--- src/arct_cfg.svh ---
// arct_cfg.svh: register offsets, field positions, reset values and
// divider counts of the auto-reload capture timer.
// assumes a byte-addressed apb slave with 8-bit paddr, one word per register.
`ifndef ARCT_CFG_SVH
`define ARCT_CFG_SVH

// register byte offsets
`define ARCT_OFF_COUNT_LOW     8'h00
`define ARCT_OFF_COUNT_HIGH    8'h04
`define ARCT_OFF_RELOAD_LOW    8'h08
`define ARCT_OFF_RELOAD_HIGH   8'h0C
`define ARCT_OFF_TIMER_CTRL    8'h10
`define ARCT_OFF_CLOCK_CTRL    8'h14
`define ARCT_OFF_IRQ_ENABLE    8'h18

// field positions in the clock control and irq enable registers
`define ARCT_CCR_LOW_SEL       0
`define ARCT_CCR_HIGH_SEL      1
`define ARCT_IER_TIMER         7

// reset values
`define ARCT_RST_BYTE          8'h00
`define ARCT_RST_WORD          16'h0000
`define ARCT_RST_TCR           8'h00

// counting limits
`define ARCT_BYTE_MAX          8'hFF
`define ARCT_WORD_MAX          16'hFFFF
`define ARCT_DIV12_LAST        4'hB
`define ARCT_EXT8_LAST         3'h7

`endif

--- src/arct_pkg.sv ---
// arct_pkg: types shared by the auto-reload capture timer.
// assumes arct_cfg.svh supplies the numeric constants.
package arct_pkg;

	// one-cycle count enables, one per clock source
	typedef struct packed {
		logic sys;
		logic div12;
		logic ext8;
		logic comp;
	} arct_ticks_t;

	// timer control register, bit 7 down to bit 0
	typedef struct packed {
		logic       tf_high;
		logic       tf_low;
		logic       low_irq_en;
		logic       capture_en;
		logic       split;
		logic       run;
		logic [1:0] xclk;
	} arct_tcr_t;

	typedef enum logic [1:0] {
		ARCT_MODE_WIDE,
		ARCT_MODE_SPLIT,
		ARCT_MODE_CAPTURE
	} arct_mode_t;

endpackage

--- src/arct_edge_sync.sv ---
// arct_edge_sync: two-flop synchroniser with a rising-edge pulse.
// assumes the input is slower than half of pclk.
`timescale 1ns/1ps
module arct_edge_sync (
	input  wire logic pclk,
	input  wire logic presetn,
	input  wire logic async_in,
	output logic      rise
);
	logic meta;
	logic stable;
	logic stable_d;
	logic next_rise;

	always_comb begin
		next_rise = stable & ~stable_d;
	end

	always_ff @(posedge pclk or negedge presetn) begin
		if (!presetn) begin
			meta     <= 1'h0;
			stable   <= 1'h0;
			stable_d <= 1'h0;
			rise     <= 1'h0;
		end else begin
			meta     <= async_in;
			stable   <= meta;
			stable_d <= stable;
			rise     <= next_rise;
		end
	end
endmodule

--- src/arct_timer.sv ---
// arct_timer: 16-bit / dual 8-bit auto-reload timer with capture mode,
// registers on apb.
// assumes ext_osc_in and comp_in are asynchronous and slower than pclk/2.
// assumes software keeps split clear while capturing; capture wins if not.
//
// Function
// - counter is two separately accessible bytes
// - split bit picks one 16-bit or two 8-bit
// - synchronise external and comparator sources first
// - 16-bit wrap reloads and sets high flag
// - 16-bit overflow interrupts when timer enabled
// - low byte wrap interrupts when also enabled
// - split bytes reload from own reload byte
// - split: run gates high byte only
// - high clock: core, or external select field
// - low byte selects clock independently
// - split: each byte wrap sets its flag
// - split: interrupt on high, or either byte
// - flags cleared only by software
// - capture on comparator edge or ext/8
// - upper select bit zero picks comparator
// - capture copies count, sets high flag
// - low flag set on wrap in every mode
//
// The APB register port and the register addresses are this design's own decisions.
`timescale 1ns/1ps
`include "arct_cfg.svh"
module arct_timer (
	input  wire logic        pclk,
	input  wire logic        presetn,
	input  wire logic        psel,
	input  wire logic        penable,
	input  wire logic        pwrite,
	input  wire logic [7:0]  paddr,
	input  wire logic [31:0] pwdata,
	input  wire logic [3:0]  pstrb,
	output logic [31:0]      prdata,
	output logic             pready,
	output logic             pslverr,
	input  wire logic        ext_osc_in,
	input  wire logic        comp_in,
	output logic             timer_irq
);
	logic                   ext_rise;
	logic                   comp_rise;
	logic [3:0]             div12_cnt;
	logic [3:0]             next_div12_cnt;
	logic [2:0]             ext8_cnt;
	logic [2:0]             next_ext8_cnt;
	arct_pkg::arct_ticks_t  ticks;
	arct_pkg::arct_ticks_t  next_ticks;
	arct_pkg::arct_tcr_t    tcr;
	arct_pkg::arct_tcr_t    next_tcr;
	arct_pkg::arct_mode_t   mode;
	logic [15:0]            count;
	logic [15:0]            next_count;
	logic [15:0]            reload;
	logic [15:0]            next_reload;
	logic                   low_sel;
	logic                   next_low_sel;
	logic                   high_sel;
	logic                   next_high_sel;
	logic                   timer_ie;
	logic                   next_timer_ie;
	logic                   next_timer_irq;
	logic                   low_tick;
	logic                   high_tick;
	logic                   capture_evt;
	logic                   set_high;
	logic                   set_low;
	logic                   setup;
	logic                   wr;
	logic [7:0]             wbyte;
	logic [7:0]             rbyte;
	logic                   miss;
	logic                   next_pready;
	logic                   next_pslverr;
	logic [31:0]            next_prdata;

	// count enable of a byte: core clock, or the shared external select
	function automatic logic pick_tick(
		input logic                  core_sel,
		input logic [1:0]            xclk,
		input arct_pkg::arct_ticks_t t
	);
		logic r;
		r = t.div12;
		if (core_sel) begin
			r = t.sys;
		end else begin
			case (xclk)
				2'h1: r = t.ext8;
				2'h3: r = t.comp;
				default: r = t.div12;
			endcase
		end
		return r;
	endfunction

	function automatic logic wr_to(
		input logic       w,
		input logic [7:0] a,
		input logic [7:0] off
	);
		return w && (a == off);
	endfunction

	// a count byte at its top value wraps on its next tick
	function automatic logic byte_top(
		input logic [7:0] b
	);
		return b == `ARCT_BYTE_MAX;
	endfunction

	// asynchronous sources
	// each pin level must last one clock or an edge is lost
	arct_edge_sync u_ext_sync (
		.pclk     (pclk),
		.presetn  (presetn),
		.async_in (ext_osc_in),
		.rise     (ext_rise)
	);

	arct_edge_sync u_comp_sync (
		.pclk     (pclk),
		.presetn  (presetn),
		.async_in (comp_in),
		.rise     (comp_rise)
	);

	// clock-source enables
	// enables are registered, so a count lags its source by one clock
	// ext8_cnt moves only on synchronised rising edges of the oscillator
	always_comb begin
		next_div12_cnt = (div12_cnt == `ARCT_DIV12_LAST) ? 4'h0 : div12_cnt + 4'h1;
		next_ext8_cnt  = ext_rise ? ext8_cnt + 3'h1 : ext8_cnt;
		next_ticks.sys   = 1'h1;
		next_ticks.div12 = (div12_cnt == `ARCT_DIV12_LAST);
		next_ticks.ext8  = ext_rise && (ext8_cnt == `ARCT_EXT8_LAST);
		next_ticks.comp  = comp_rise;
	end

	always_ff @(posedge pclk or negedge presetn) begin
		if (!presetn) begin
			div12_cnt <= 4'h0;
			ext8_cnt  <= 3'h0;
			ticks     <= 4'h0;
		end else begin
			div12_cnt <= next_div12_cnt;
			ext8_cnt  <= next_ext8_cnt;
			ticks     <= next_ticks;
		end
	end

	// mode and per-byte enables
	// capture outranks split when software sets both
	always_comb begin
		if (tcr.capture_en) begin
			mode = arct_pkg::ARCT_MODE_CAPTURE;
		end else if (tcr.split) begin
			mode = arct_pkg::ARCT_MODE_SPLIT;
		end else begin
			mode = arct_pkg::ARCT_MODE_WIDE;
		end
		low_tick    = pick_tick(low_sel, tcr.xclk, ticks);
		high_tick   = pick_tick(high_sel, tcr.xclk, ticks);
		capture_evt = tcr.capture_en && (tcr.xclk[1] ? ticks.ext8 : ticks.comp);
	end

	// apb decode
	// read data is latched in the setup cycle, the access sees that value
	// a write needs the access phase and the low byte strobe
	always_comb begin
		setup = psel && !penable;
		wr    = psel && penable && pready && pwrite && pstrb[0];
		wbyte = pwdata[7:0];
		miss  = 1'h0;
		rbyte = `ARCT_RST_BYTE;
		case (paddr)
			`ARCT_OFF_COUNT_LOW:   rbyte = count[7:0];
			`ARCT_OFF_COUNT_HIGH:  rbyte = count[15:8];
			`ARCT_OFF_RELOAD_LOW:  rbyte = reload[7:0];
			`ARCT_OFF_RELOAD_HIGH: rbyte = reload[15:8];
			`ARCT_OFF_TIMER_CTRL:  rbyte = tcr;
			`ARCT_OFF_CLOCK_CTRL: begin
				rbyte[`ARCT_CCR_LOW_SEL]  = low_sel;
				rbyte[`ARCT_CCR_HIGH_SEL] = high_sel;
			end
			`ARCT_OFF_IRQ_ENABLE: begin
				rbyte[`ARCT_IER_TIMER] = timer_ie;
			end
			default: miss = 1'h1;
		endcase
		next_pready  = setup;
		next_pslverr = setup && miss;
		next_prdata  = setup ? {24'h000000, rbyte} : prdata;
	end

	always_ff @(posedge pclk or negedge presetn) begin
		if (!presetn) begin
			pready  <= 1'h0;
			pslverr <= 1'h0;
			prdata  <= 32'h00000000;
		end else begin
			pready  <= next_pready;
			pslverr <= next_pslverr;
			prdata  <= next_prdata;
		end
	end

	// counter, reload and overflow events
	always_comb begin
		set_high    = 1'h0;
		set_low     = 1'h0;
		next_count  = count;
		next_reload = reload;
		if (wr_to(wr, paddr, `ARCT_OFF_RELOAD_LOW)) begin
			next_reload[7:0] = wbyte;
		end
		if (wr_to(wr, paddr, `ARCT_OFF_RELOAD_HIGH)) begin
			next_reload[15:8] = wbyte;
		end
		case (mode)
			arct_pkg::ARCT_MODE_WIDE: begin
				if (tcr.run && low_tick) begin
					if (count == `ARCT_WORD_MAX) begin
						next_count = reload;
						set_high   = 1'h1;
					end else begin
						next_count = count + 16'h0001;
					end
					// the low byte wraps with the word, so its flag rises too
					if (byte_top(count[7:0])) begin
						set_low = 1'h1;
					end
				end
			end
			arct_pkg::ARCT_MODE_SPLIT: begin
				if (low_tick) begin
					if (byte_top(count[7:0])) begin
						next_count[7:0] = reload[7:0];
						set_low         = 1'h1;
					end else begin
						next_count[7:0] = count[7:0] + 8'h01;
					end
				end
				if (tcr.run && high_tick) begin
					if (byte_top(count[15:8])) begin
						next_count[15:8] = reload[15:8];
						set_high         = 1'h1;
					end else begin
						next_count[15:8] = count[15:8] + 8'h01;
					end
				end
			end
			arct_pkg::ARCT_MODE_CAPTURE: begin
				// free run: rolls over to zero, never reloaded
				if (tcr.run && low_tick) begin
					next_count = count + 16'h0001;
					if (byte_top(count[7:0])) begin
						set_low = 1'h1;
					end
				end
				// the copy takes the count before this cycle's step
				if (capture_evt) begin
					next_reload = count;
					set_high    = 1'h1;
				end
			end
			default: begin
				next_count = count;
			end
		endcase
		// a software write to a count byte overrides that cycle's increment
		if (wr_to(wr, paddr, `ARCT_OFF_COUNT_LOW)) begin
			next_count[7:0] = wbyte;
		end
		if (wr_to(wr, paddr, `ARCT_OFF_COUNT_HIGH)) begin
			next_count[15:8] = wbyte;
		end
	end

	always_ff @(posedge pclk or negedge presetn) begin
		if (!presetn) begin
			count  <= `ARCT_RST_WORD;
			reload <= `ARCT_RST_WORD;
		end else begin
			count  <= next_count;
			reload <= next_reload;
		end
	end

	// control registers and flags; a hardware set beats a software clear
	always_comb begin
		next_tcr      = tcr;
		next_low_sel  = low_sel;
		next_high_sel = high_sel;
		next_timer_ie = timer_ie;
		if (wr_to(wr, paddr, `ARCT_OFF_TIMER_CTRL)) begin
			next_tcr = wbyte;
		end
		if (wr_to(wr, paddr, `ARCT_OFF_CLOCK_CTRL)) begin
			next_low_sel  = wbyte[`ARCT_CCR_LOW_SEL];
			next_high_sel = wbyte[`ARCT_CCR_HIGH_SEL];
		end
		if (wr_to(wr, paddr, `ARCT_OFF_IRQ_ENABLE)) begin
			next_timer_ie = wbyte[`ARCT_IER_TIMER];
		end
		if (set_high) begin
			next_tcr.tf_high = 1'h1;
		end
		if (set_low) begin
			next_tcr.tf_low = 1'h1;
		end
	end

	always_ff @(posedge pclk or negedge presetn) begin
		if (!presetn) begin
			tcr       <= `ARCT_RST_TCR;
			low_sel   <= 1'h0;
			high_sel  <= 1'h0;
			timer_ie  <= 1'h0;
		end else begin
			tcr       <= next_tcr;
			low_sel   <= next_low_sel;
			high_sel  <= next_high_sel;
			timer_ie  <= next_timer_ie;
		end
	end

	// interrupt request, one edge behind the flags and enables it follows
	always_comb begin
		next_timer_irq = timer_ie && (tcr.tf_high
			|| (tcr.low_irq_en && tcr.tf_low));
	end

	always_ff @(posedge pclk or negedge presetn) begin
		if (!presetn) begin
			timer_irq <= 1'h0;
		end else begin
			timer_irq <= next_timer_irq;
		end
	end
endmodule

--- config.mk ---
export PLATFORM = sky130hd
export DESIGN_NAME = arct_timer
export DESIGN_NICKNAME = d
export VERILOG_FILES = /design/src/arct_pkg.sv /design/src/arct_edge_sync.sv /design/src/arct_timer.sv
export VERILOG_INCLUDE_DIRS = /design/src
export SDC_FILE = /design/constraint.sdc
export NUM_CORES = 1
export LEC_CHECK = 0
export ABC_AREA = 1
export BUFFER_PORTS_ARGS = -buffer_cell sky130_fd_sc_hd__buf_4
export CAP_MARGIN = 10
export CORE_AREA = 2 2 110 112
export DETAILED_ROUTE_END_ITERATION = 10
export DIE_AREA = 0 0 112 114
export GPL_TIMING_DRIVEN = 0
export SLEW_MARGIN = 15
export SYNTH_ARGS = -nofsm -noshare
export SYNTH_HDL_FRONTEND = slang
export SYNTH_SLANG_ARGS = --single-unit
--- constraint.sdc ---
create_clock -name pclk -period 1.85 [get_ports pclk]
set_clock_uncertainty 0.1 [all_clocks]
set_input_delay 0.4625 -clock pclk [delete_from_list [all_inputs] [get_ports pclk]]
set_output_delay 0.4625 -clock pclk [all_outputs]
set_load 0.01 [all_outputs]
==> metrics.md, run 1 <==
| Metric | Value |
|---|---|
| Sw Share | `a little over a third` |
| Total power | `5.37 mW` |
| Setup CP Type | `flop to flop` |
| Hold Path Class | `input port to flop` |
| Power Dens Cells | `between 900 and 1000 mW/mm^2` |
| Met2 Usage GRT | `between 30% and 40%` |
| Iter 0 DRT Violations | `about 350` |
| Met1 usage | `roughly 29%` |
| FF-to-FF path depth | `10` |
| Gp weighted congestion | `a little under 1` |
| Crit path launch type | `flop` |
| Unrepaired setup endpoints after global routing | `true` |
| N_diodes | `0` |
| GR peak layer | `met2` |
| Syn Area/Cell | `7.12 sq um` |
| Share of layout cells above drive strength 1 | `22.5%` |
| Library cells used by synthesis | `39` |
| Fill count | `between 1000 and 1500` |
| Worst-Skew Late Latency | `between 0.3 and 0.4 ns` |
| Vias | `approximately 4500` |
| Internal | `approximately 3.5 mW` |
| CTS Root Cell | `clkbuf_16` |
| Fin util | `between 40% and 50%` |
| Rows | `40` |
| Non-filler cells, final | `approximately 890` |
| Placed cell count | `between 800 and 900` |
| Final Critical Period | `between 1.5 and 2 ns` |
| Sequential share of power | `41.8%` |
| Drt first pass iters | `5` |
| Setup violations, final | `0` |
| Routed vias/inst | `around 5` |
| Synth warn | `0` |
| Commonest non-fill, non-tap cell in the layout | `nand2_1` |
| Largest net degree at the start of global routing | `74` |
| Maximum net fanout on the critical path | `8` |
| Full die area | `~0.013 sq mm` |
| CP arrival | `roughly 1.9 ns` |
| First-pass GRT wire length | `approximately 22000 microns` |
| Flop-to-flop setup slack | `0.05 ns` |
| CTS Buffer Depth | `2` |
| Area of the multi-input gates | `roughly 0.0024 sq mm` |
| ANT nets after route | `0` |
| Hold path depth | `1` |
| Die height | `roughly 110 microns` |
| Mapped Cells | `643` |
| Worst-Margin Slew | `0.950 ns` |
| LEAKAGE | `2.96 nW` |
| CTS tree | `done` |
| Seq cells post-synth | `between 70 and 80` |
| Number of I/O port buffers | `34` |
| Chip Width | `between 100 and 150 microns` |
| Most frequent cells in the layout | `nand2_1, buf_4, inv_1` |
| Cell area after synthesis | `between 0.004 and 0.005 sq mm` |
| Crit path capture type | `flop` |
| GR Util met3 | `approximately 3.8%` |
| Initial Util | `between 30% and 40%` |
| CTS buffer count | `9` |
| Storage cell area | `0.00184 sq mm` |
| Initial antenna violation count | `0` |
| Clock transition at path regs | `0.06 ns` |
| Clock share of power | `34.3%` |
| Slew HR | `~37%` |
| Area grow syn2layout | `24.2%` |
| Combinational Power Share | `about a quarter` |
| Number of max-cap violations | `0` |
| Max incr delay on CP | `approximately 0.4 ns` |
| Worst-path cell chain | `ha_4, nand2_4, nor2_4, nand2_4, nor2_4, nand2_4, nand2_4, nand2_1, nand3_1, nand3_1` |
| All-layer global routing usage | `approximately 22%` |
| Core ar. | `roughly 0.012 sq mm` |
| Final Slew Violations | `0` |
| CP most frequent cell | `nand2_4` |
| Final period utilization | `97.4%` |
| Sequential area share after synthesis | `between 30% and 40%` |
| I/O pins | `86` |
| Fin. Hold Viols | `0` |
| Outcome | `complete, no violations` |
| Fmax | `around 560 MHz` |
| Total gr overflow | `0` |
| DR WL/cell | `between 15 and 20 microns` |
| Sw Pwr | `between 1.5 and 2 mW` |
| # DRC | `0` |
| Nets | `just under 800` |
| Clk sink count | `between 70 and 80` |
| Vias in the first global route | `around 4300` |
| Max rail drop VDD | `642 uV` |
| H-tree depth | `3` |
| DRT Wirelength | `around 14000 microns` |
| Slowest cell on crit path | `dfrtp_2` |
| Critical path required time | `roughly 2.0 ns` |
| DP HPWL | `just over 10000 microns` |
| TNS Setup | `0 ns` |
==> area by class of cell <==
class                           count  area share (%)
Inverter                           79            5.30
Multi-Input combinational cell    480            42.1
Sequential cell                    73            32.3
Clock inverter                      7            1.47
Clock buffer                        9            3.96
Buffer                             35            4.36
Tap cell                          147            3.23
Timing Repair Buffer               54            7.13
Timing Repair inverter              1           0.132
==> final timing paths <==
kind | to | startpoint
max | count[1] | count[8]
min | u_ext_sync.meta | ext_osc_in
max reg2reg | count[1] | count[8]
min reg2reg | u_comp_sync.stable | u_comp_sync.meta
max in group asynchronous | count[14] | presetn
min in group asynchronous | reload[15] | presetn
==> metal layers <==
metal	part of all wire, %	vias to the layer above	wire [microns]
li1	-	2191	-
met1	43	2109	6080
met2	47	182	6760
met3	6.2	42	885
met4	3.8	0	536
met5	0	-	0
==> Yosys cell counts (all sizes together) <==
library cell | instances | area, sq um
a21boi | 1 | 7.51
a21oi | 15 | 75.1
a31oi | 5 | 31.3
and2 | 1 | 6.26
buf | 31 | 224
clkbuf | 4 | 16.3
clkinv | 1 | 3.75
conb | 2 | 7.51
dfrtp | 73 | 1830
ha | 5 | 62.6
inv | 78 | 293
mux2 | 2 | 22.5
mux2i | 1 | 10.0
nand2 | 198 | 796
nand3 | 64 | 325
nand3b | 1 | 7.51
nand4 | 7 | 43.8
nor2 | 78 | 384
nor3 | 1 | 5.00
o211ai | 2 | 15.0
o21ai | 57 | 289
o22ai | 4 | 25.0
o311a | 1 | 10.0
or2 | 2 | 12.5
xnor2 | 1 | 8.76
xor2 | 8 | 70.1
==> logic make-up (layout without fill, tap and decap cells) <==
group                      count (synthesis)  after routing  synth area share, %
AOI/OAI and AO/OA                         85             85                 9.89
xor gates and xnor gates                   9              9                 1.72
adders and majority gates                  5              5                 1.37
buffers and inverters                    114            185                 11.7
DFF                                       73             73                 39.9
muxes                                      3              3                0.711
other                                      2             25                0.164
and+or+nand+nor                          352            353                 34.5
==> registers in the layout, indices dropped and copies added (netlist names), 3 cells and up <==
| name | flops |
|---|---|
| reload | 16 |
| prdata | 8 |
| count | 16 |
| ticks | 4 |
| div12_cnt | 4 |
| tcr | 8 |
| ext8_cnt | 3 |
==> stage by stage <==
stage	setup slack, ns	hold WS (ns)	instance area (sq um)
after floorplan	0.154	0.0669	4660
after global placement	-0.260	0.234	5100
after detailed placement	-0.293	0.238	5100
after CTS	0.00239	0.118	5470
after global routing	-0.0272	0.117	5690
final	0.0490	0.126	5690
==> critical path: cells and delay by family (launching register included) <==
family        cells  cell delay (ns)
simple gates      9             1.03
flops             1             0.40
fa+ha+maj         1             0.16
==> what timing repair did <==
action	4_1_cts	5_1_grt
setup endpoints to repair	17	38
gates resized for setup	11	27
endpoints found under the hold margin	0	0
hold buffers	0	0
setup buffers	4	16
pin swaps	1	11
cloned	0	2
==> power groups by stage <==
stage / Sequential [mW] / Combinational (mW) / Clock (mW)
floorplan: 2.15 / 0.794 / 0
global placement: 2.25 / 1.11 / 0
detailed placement: 2.26 / 1.15 / 0
CTS: 2.22 / 1.22 / 1.87
global route: 2.27 / 1.45 / 1.94
finish: 2.24 / 1.29 / 1.84
(Power assumes the default switching activity.)
==> run 2, diff against run 1 <==
--- a/config.mk
+++ b/config.mk
@@ -10,6 +10,7 @@
 export BUFFER_PORTS_ARGS = -buffer_cell sky130_fd_sc_hd__buf_4
 export CAP_MARGIN = 10
 export CORE_AREA = 2 2 110 112
+export CTS_BUF_LIST = sky130_fd_sc_hd__clkbuf_4 sky130_fd_sc_hd__clkbuf_8
 export DETAILED_ROUTE_END_ITERATION = 10
 export DIE_AREA = 0 0 112 114
 export GPL_TIMING_DRIVEN = 0
==> constraint.sdc (replaced) <==
create_clock -name pclk -period 2.15 [get_ports pclk]
set_clock_uncertainty 0.1 [all_clocks]
set_input_delay 0.5375 -clock pclk [delete_from_list [all_inputs] [get_ports pclk]]
set_output_delay 0.5375 -clock pclk [all_outputs]
set_load 0.01 [all_outputs]
==> run 2 against run 1 <==
Utilization fell by 3.0 points. Combinational power fell by 22%. Total power fell by 23%. Fmax fell by 11%. Critical path depth did not move. Critical path type unchanged. Critical endpoint is now count[5]. Highest routed layer unchanged.
==> metrics.md, run 2 (synthesized netlist as in run 1, its figures left out) <==
| Metric | Value |
|---|---|
| Hold Buf Count CTS | `0` |
| Max rail drop VDD | `about 450 uV` |
| Most frequent cells in the layout | `nand2_1, dfrtp_1, inv_1` |
| Number of I/O port buffers | `34` |
| Vias | `around 4400` |
| First-pass GRT wire length | `21700 microns` |
| CP Buf/Inv Count | `0` |
| R2r startpoint | `count[0]` |
| CP most frequent cell | `nand2_4` |
| I/O pins | `86` |
| Gp weighted congestion | `0.963` |
| DRT Wirelength | `13700 microns` |
| Critical path required time | `around 2.3 ns` |
| Routed vias/inst | `5.04` |
| ANT nets after route | `0` |
| Full die area | `approximately 0.013 sq mm` |
| Critical path origin | `count[0]` |
| Initial Util | `around 39%` |
| # DRC | `0` |
| Initial antenna violation count | `0` |
| Number of max-cap violations | `0` |
| Worst-path cell chain | `ha_1, nand2_1, nor2_4, nand2_4, nor2_4, nand2_4, nand2_4, nand2_1, nand3_1, nand3_1` |
| Top delay family on crit path | `simple AND/OR/NAND/NOR gates` |
| Outcome | `complete, no violations` |
| Smallest hold slack | `about 0.18 ns` |
| Worst-Skew Late Latency | `between 0.3 and 0.4 ns` |
| Dpl cell area | `0.00510 sq mm` |
| TNS Setup | `0 ns` |
| All-layer global routing usage | `approximately 22%` |
| CTS buffer count | `9` |
| CTS tree | `done` |
| Worst-Margin Slew | `between 0.9 and 1 ns` |
| H-tree depth | `3` |
| Max incr delay on CP | `between 0.4 and 0.5 ns` |
| Nets | `767` |
| Core ar. | `between 0.01 and 0.015 sq mm` |
| Clk sink count | `73` |
| Area grow syn2layout | `16.5%` |
| Vias in the first global route | `about 4200` |
| Crit path launch type | `flop` |
| Final Critical Period | `2.01 ns` |
| Largest net degree at the start of global routing | `74` |
| Chip Width | `112 microns` |
| Crit path capture type | `flop` |
| Fmax | `496 MHz` |
| Design area | `roughly 0.0053 sq mm` |
| Unrepaired setup endpoints after global routing | `false` |
| Fin. Hold Viols | `0` |
| Rows | `40` |
| Setup violations, final | `0` |
| Drt first pass iters | `5` |
| CTS Buffer Depth | `2` |
| Hold Path Class | `input port to flop` |
| N_diodes | `0` |
| Slew HR | `between 30 and 40%` |
| Share of layout cells above drive strength 1 | `between 10% and 20%` |
| Power Dens Cells | `around 770 mW/mm^2` |
| Commonest non-fill, non-tap cell in the layout | `nand2_1` |
| Iter 0 DRT Violations | `320` |
| Slowest cell on crit path | `dfrtp_2` |
| Final period utilization | `between 90% and 100%` |
| DP HPWL | `between 10000 and 15000 microns` |
| Clock transition at path regs | `about 0.080 ns` |
| Maximum net fanout on the critical path | `10` |
| Setup CP Type | `flop to flop` |
| LEAKAGE | `approximately 2.8 nW` |
| DR WL/cell | `approximately 16 microns` |
| Die height | `114 microns` |
| Biggest regs | `count: 16 flops, reload: 16 flops` |
| Final Slew Violations | `0` |
| CTS Root Cell | `clkbuf_8` |
| Total gr overflow | `0` |
| CP arrival | `around 2.2 ns` |
| Critical hold path startpoint | `ext_osc_in` |
## run 2: changes by cell type in the layout (fill, tap and decap cells not counted), moves of 3 or more
cell	change
nand2_1	+4
dfrtp_1	+6
clkbuf_8	+9
dfrtp_2	-6
nor2_1	+4
buf_4	-20
clkbuf_16	-9
nand2_2	-3
## run 2: stage by stage
stage                     total power [mW]  utilization (%)  setup slack [ns]  instances
final                                 4.11             45.5             0.135        863
after global routing                  4.36             45.5            0.0143        863
after CTS                             4.11             45.4            0.0489        863
after detailed placement              2.94             43.6           0.00655        847
after global placement                2.89             43.6           0.00809        847
after floorplan                       2.53                -             0.437        666
## run 2: per-layer routing
metal | vias up | track usage [%] | share of wire, %
li1 | 2141 | - | -
met2 | 138 | 36.2 | 47
met4 | 0 | 10.2 | 3.9
met1 | 2039 | 28.8 | 44
met3 | 35 | 3.77 | 4.6
met5 | - | 0 | 0
## run 2: timing repair
item                       4_1_cts  5_1_grt
resized for setup                1        6
setup endpoints to repair        2       16
setup buffers                    0        0
## run 2: area by class of cell
class	instances	area, sq um
plain buffers	35	240
clock buffers	9	124
clock inverters	7	83.8
fillers	1259	6380
inverters	79	297
multi-input cells	479	2320
flip-flops and latches	73	1830
well taps	147	184
repair buffers	34	255
## run 2: path summary, 6_finish.rpt
| path | slack [ns] | endpoint | cells after the start |
|---|---|---|---|
| setup reg to reg | 0.14 | count[5] | 10 |
| max in group asynchronous | 1.06 | count[8] | 1 |
| min in group asynchronous | 0.21 | reload[15] | 1 |
| setup / recovery | 0.14 | count[5] | 10 |
| hold / removal | 0.18 | u_ext_sync.meta | 1 |
| hold reg to reg | 0.26 | u_comp_sync.stable | 0 |
## run 2: worst register-to-register path, cell delays in order, from the launching register on
cell and delay [ns]:
dfrtp_2 0.44, ha_1 0.26, nand2_1 0.12, nor2_4 0.17, nand2_4 0.13, nor2_4 0.17, nand2_4 0.14, nand2_4 0.14
nand2_1 0.07, nand3_1 0.09, nand3_1 0.07
## run 2: where the power goes
part / internal, mW / total (mW) / switching [mW]
combinational: 0.391 / 1.01 / 0.618
sequential: 1.65 / 1.93 / 0.282
clock: 0.558 / 1.17 / 0.615
total: 2.60 / 4.11 / 1.51
==> run 3, diff against run 2 <==
--- a/config.mk
+++ b/config.mk
@@ -6,13 +6,11 @@
 export SDC_FILE = /design/constraint.sdc
 export NUM_CORES = 1
 export LEC_CHECK = 0
-export ABC_AREA = 1
 export BUFFER_PORTS_ARGS = -buffer_cell sky130_fd_sc_hd__buf_4
-export CAP_MARGIN = 10
-export CORE_AREA = 2 2 110 112
+export CORE_AREA = 2 2 106 108
 export CTS_BUF_LIST = sky130_fd_sc_hd__clkbuf_4 sky130_fd_sc_hd__clkbuf_8
 export DETAILED_ROUTE_END_ITERATION = 10
-export DIE_AREA = 0 0 112 114
+export DIE_AREA = 0 0 108 110
 export GPL_TIMING_DRIVEN = 0
 export SLEW_MARGIN = 15
 export SYNTH_ARGS = -nofsm -noshare
==> run 3 against run 2 <==
The flow now finishes with violations (negative setup slack). Utilization rose by 2.7 points. Sequential power fell by 24%. Setup slack got worse by 0.15 ns. Worst hold slack got worse by 0.0039 ns. Routed wire length fell by 7.9%. Final area fell by 3.3%. Count of clock-buffer cells in the layout did not move. Sequential cell count did not move. Critical path type unchanged. Largest power group unchanged.
==> metrics.md, run 3 <==
| Metric | Value |
|---|---|
| Outcome | `finished, violations left` |
| Failing checks | `negative setup slack` |
| Final period utilization | `101%` |
| Fraction of registers with async set/reset | `100%` |
| Dpl cell area | `between 0.004 and 0.005 sq mm` |
| LEAKAGE | `2.26 nW` |
| Worst setup endpoint | `count[5]` |
| List of most frequent post-synthesis cells | `dfrtp_1, nor2_1, nand2_1` |
| Max incr delay on CP | `about 0.33 ns` |
| Area grow syn2layout | `22.7%` |
| Crit path capture type | `flop` |
| Post-synth top area share | `between 40% and 50%` |
| Gp weighted congestion | `~0.93` |
| Max rail drop VDD | `around 270 uV` |
| Full die area | `~0.012 sq mm` |
| Largest net degree at the start of global routing | `74` |
| Fin. Hold Viols | `0` |
| Crit path launch type | `flop` |
| Syn Area/Cell | `between 9 and 10 sq um` |
| Critical path required time | `between 2 and 2.5 ns` |
| CP arrival | `around 2.3 ns` |
| Placed cell count | `~640` |
| Top delay family on crit path | `compound AO/OA/AOI/OAI gates` |
| Most common cell in the netlist | `dfrtp_1` |
| H-tree depth | `3` |
| I/O pins | `between 80 and 90` |
| DP Worst Slack | `-0.460 ns` |
| Vias | `~3800` |
| Library cells used by synthesis | `61` |
| DRT Wirelength | `12600 microns` |
| Routed vias/inst | `around 5.6` |
| Biggest regs | `count: 16 flops, reload: 16 flops` |
| Setup violations, final | `1` |
| Critical hold path startpoint | `ext_osc_in` |
| Reg2reg end | `count[5]` |
| Maximum net fanout on the critical path | `10` |
| Fmax | `approximately 460 MHz` |
| CP Buf/Inv Count | `2` |
| Final Slew Violations | `0` |
| Seq cells post-synth | `73` |
| CTS Buffer Depth | `2` |
| Design area | `about 0.0052 sq mm` |
| Critical path depth | `8` |
| Mapped Cells | `440` |
| Clock transition at path regs | `around 0.090 ns` |
| TNS Setup | `-0.0162 ns` |
| Vias in the first global route | `3500` |
| Number of I/O port buffers | `33` |
| DR WL/cell | `~19 microns` |
| Core ar. | `between 0.01 and 0.015 sq mm` |
| Total power | `roughly 3.0 mW` |
| Smallest hold slack | `about 0.17 ns` |
| All-layer global routing usage | `22.1%` |
| Fin util | `between 40 and 50%` |
| First-pass GRT wire length | `a little under 20000 microns` |
| DP HPWL | `about 8600 microns` |
| Post-synth top flop | `dfrtp_1` |
| Commonest non-fill, non-tap cell in the layout | `buf_4` |
| Worst Slack Setup Final | `-0.0162 ns` |
| Slew HR | `roughly 37%` |
| Worst-Skew Late Latency | `0.37 ns` |
| Sequential area share after synthesis | `approximately 43%` |
| FF-to-FF path depth | `8` |
| Setup CP Type | `flop to flop` |
| Cell area after synthesis | `0.00420 sq mm` |
| Final Critical Period | `between 2 and 2.5 ns` |
| Unrepaired setup endpoints after global routing | `true` |
| Synth warn | `0` |
| Non-filler cells, final | `between 600 and 700` |
| Number of max-cap violations | `0` |
| Initial Util | `39.3%` |
| Hold Path Class | `input port to flop` |
| Critical path origin | `count[11]` |
| Clk sink count | `73` |
| Worst-Margin Slew | `~0.95 ns` |
| Drt first pass iters | `7` |
| Nets | `580` |
| N_diodes | `0` |
| Rows | `38` |
| Chip Width | `approximately 110 microns` |
| Worst-path cell chain | `buf_2, nand4_1, nor2_4, o21a_1, buf_6, o21ai_0, a221oi_1, nor2_1` |
| Fill count | `about 1100` |
| CTS buffer count | `9` |
| Post-synth EDFFs | `0` |
| Synth area leader | `dfrtp_1` |
| Total gr overflow | `0` |
| Hold Buf Count CTS | `0` |
| Largest cells by area after synthesis | `dfrtp_1, mux2i_1, nor2_1` |
| Flop-to-flop setup slack | `-0.02 ns` |
| CTS tree | `done` |
| CTS Root Cell | `clkbuf_8` |
| Die height | `between 100 and 150 microns` |
| # DRC | `0` |
| R2r startpoint | `count[11]` |
| Most frequent cells in the layout | `buf_4, dfrtp_1, nor2_1` |
| Slowest cell on crit path | `dfrtp_1` |
| Initial antenna violation count | `0` |
| Share of layout cells above drive strength 1 | `about 28%` |
| Iter 0 DRT Violations | `roughly 300` |
| Power Dens Cells | `roughly 570 mW/mm^2` |
| ANT nets after route | `0` |
run 3: per-layer routing:
layer,part of all wire [%],vias up,track usage (%)
li1,-,1730,-
met1,43,1827,29.6
met2,47,175,35.3
met3,7.2,30,4.23
met4,2.7,0,8.88
met5,0,-,0
run 3: worst min path at each step:
stage,end,depth (start not counted)
detailed placement,u_comp_sync.stable,0
global placement,ticks[0],0
floorplan,count[0],0
CTS,u_ext_sync.meta,1
global route,u_comp_sync.meta,1
finish,u_ext_sync.meta,1
run 3: logic make-up (layout without fill, tap and decap cells):
| family | Yosys count | count (layout) | share of synthesized area, % |
|---|---|---|---|
| AOI/OAI and AO/OA | 114 | 114 | 18.3 |
| xor gates and xnor gates | 10 | 10 | 2.08 |
| adders and majority gates | 5 | 5 | 1.49 |
| buffers and inverters | 56 | 122 | 8.31 |
| DFF | 73 | 73 | 43.5 |
| muxes | 34 | 34 | 8.52 |
| other | 2 | 25 | 0.179 |
| and+or+nand+nor | 146 | 146 | 17.6 |
run 3: layout make-up:
class	instances	area (sq um)	area share, %
buffer	49	335	6.50
clock buffer	9	124	2.40
clock inverter	7	86.3	1.67
inverter	6	22.5	0.437
multi-input combinational	334	2200	42.7
sequential	73	1830	35.5
tap	140	175	3.40
timing repair buffer	51	380	7.38
run 3: what timing repair did:
action                                  4_1_cts  5_1_grt
resized for setup                            14       19
cloned                                        0        1
hold endpoints to repair                      0        0
setup buffers                                 4       13
pin swaps                                     3        6
endpoints found under the setup margin       39       24
run 3: power by group:
part | total (mW) | internal [mW] | switching (mW) | leakage [nW]
combinational | 0.292 | 0.141 | 0.151 | 1.32
clock | 1.18 | 0.563 | 0.621 | 0.104
sequential | 1.47 | 1.44 | 0.0393 | 0.844
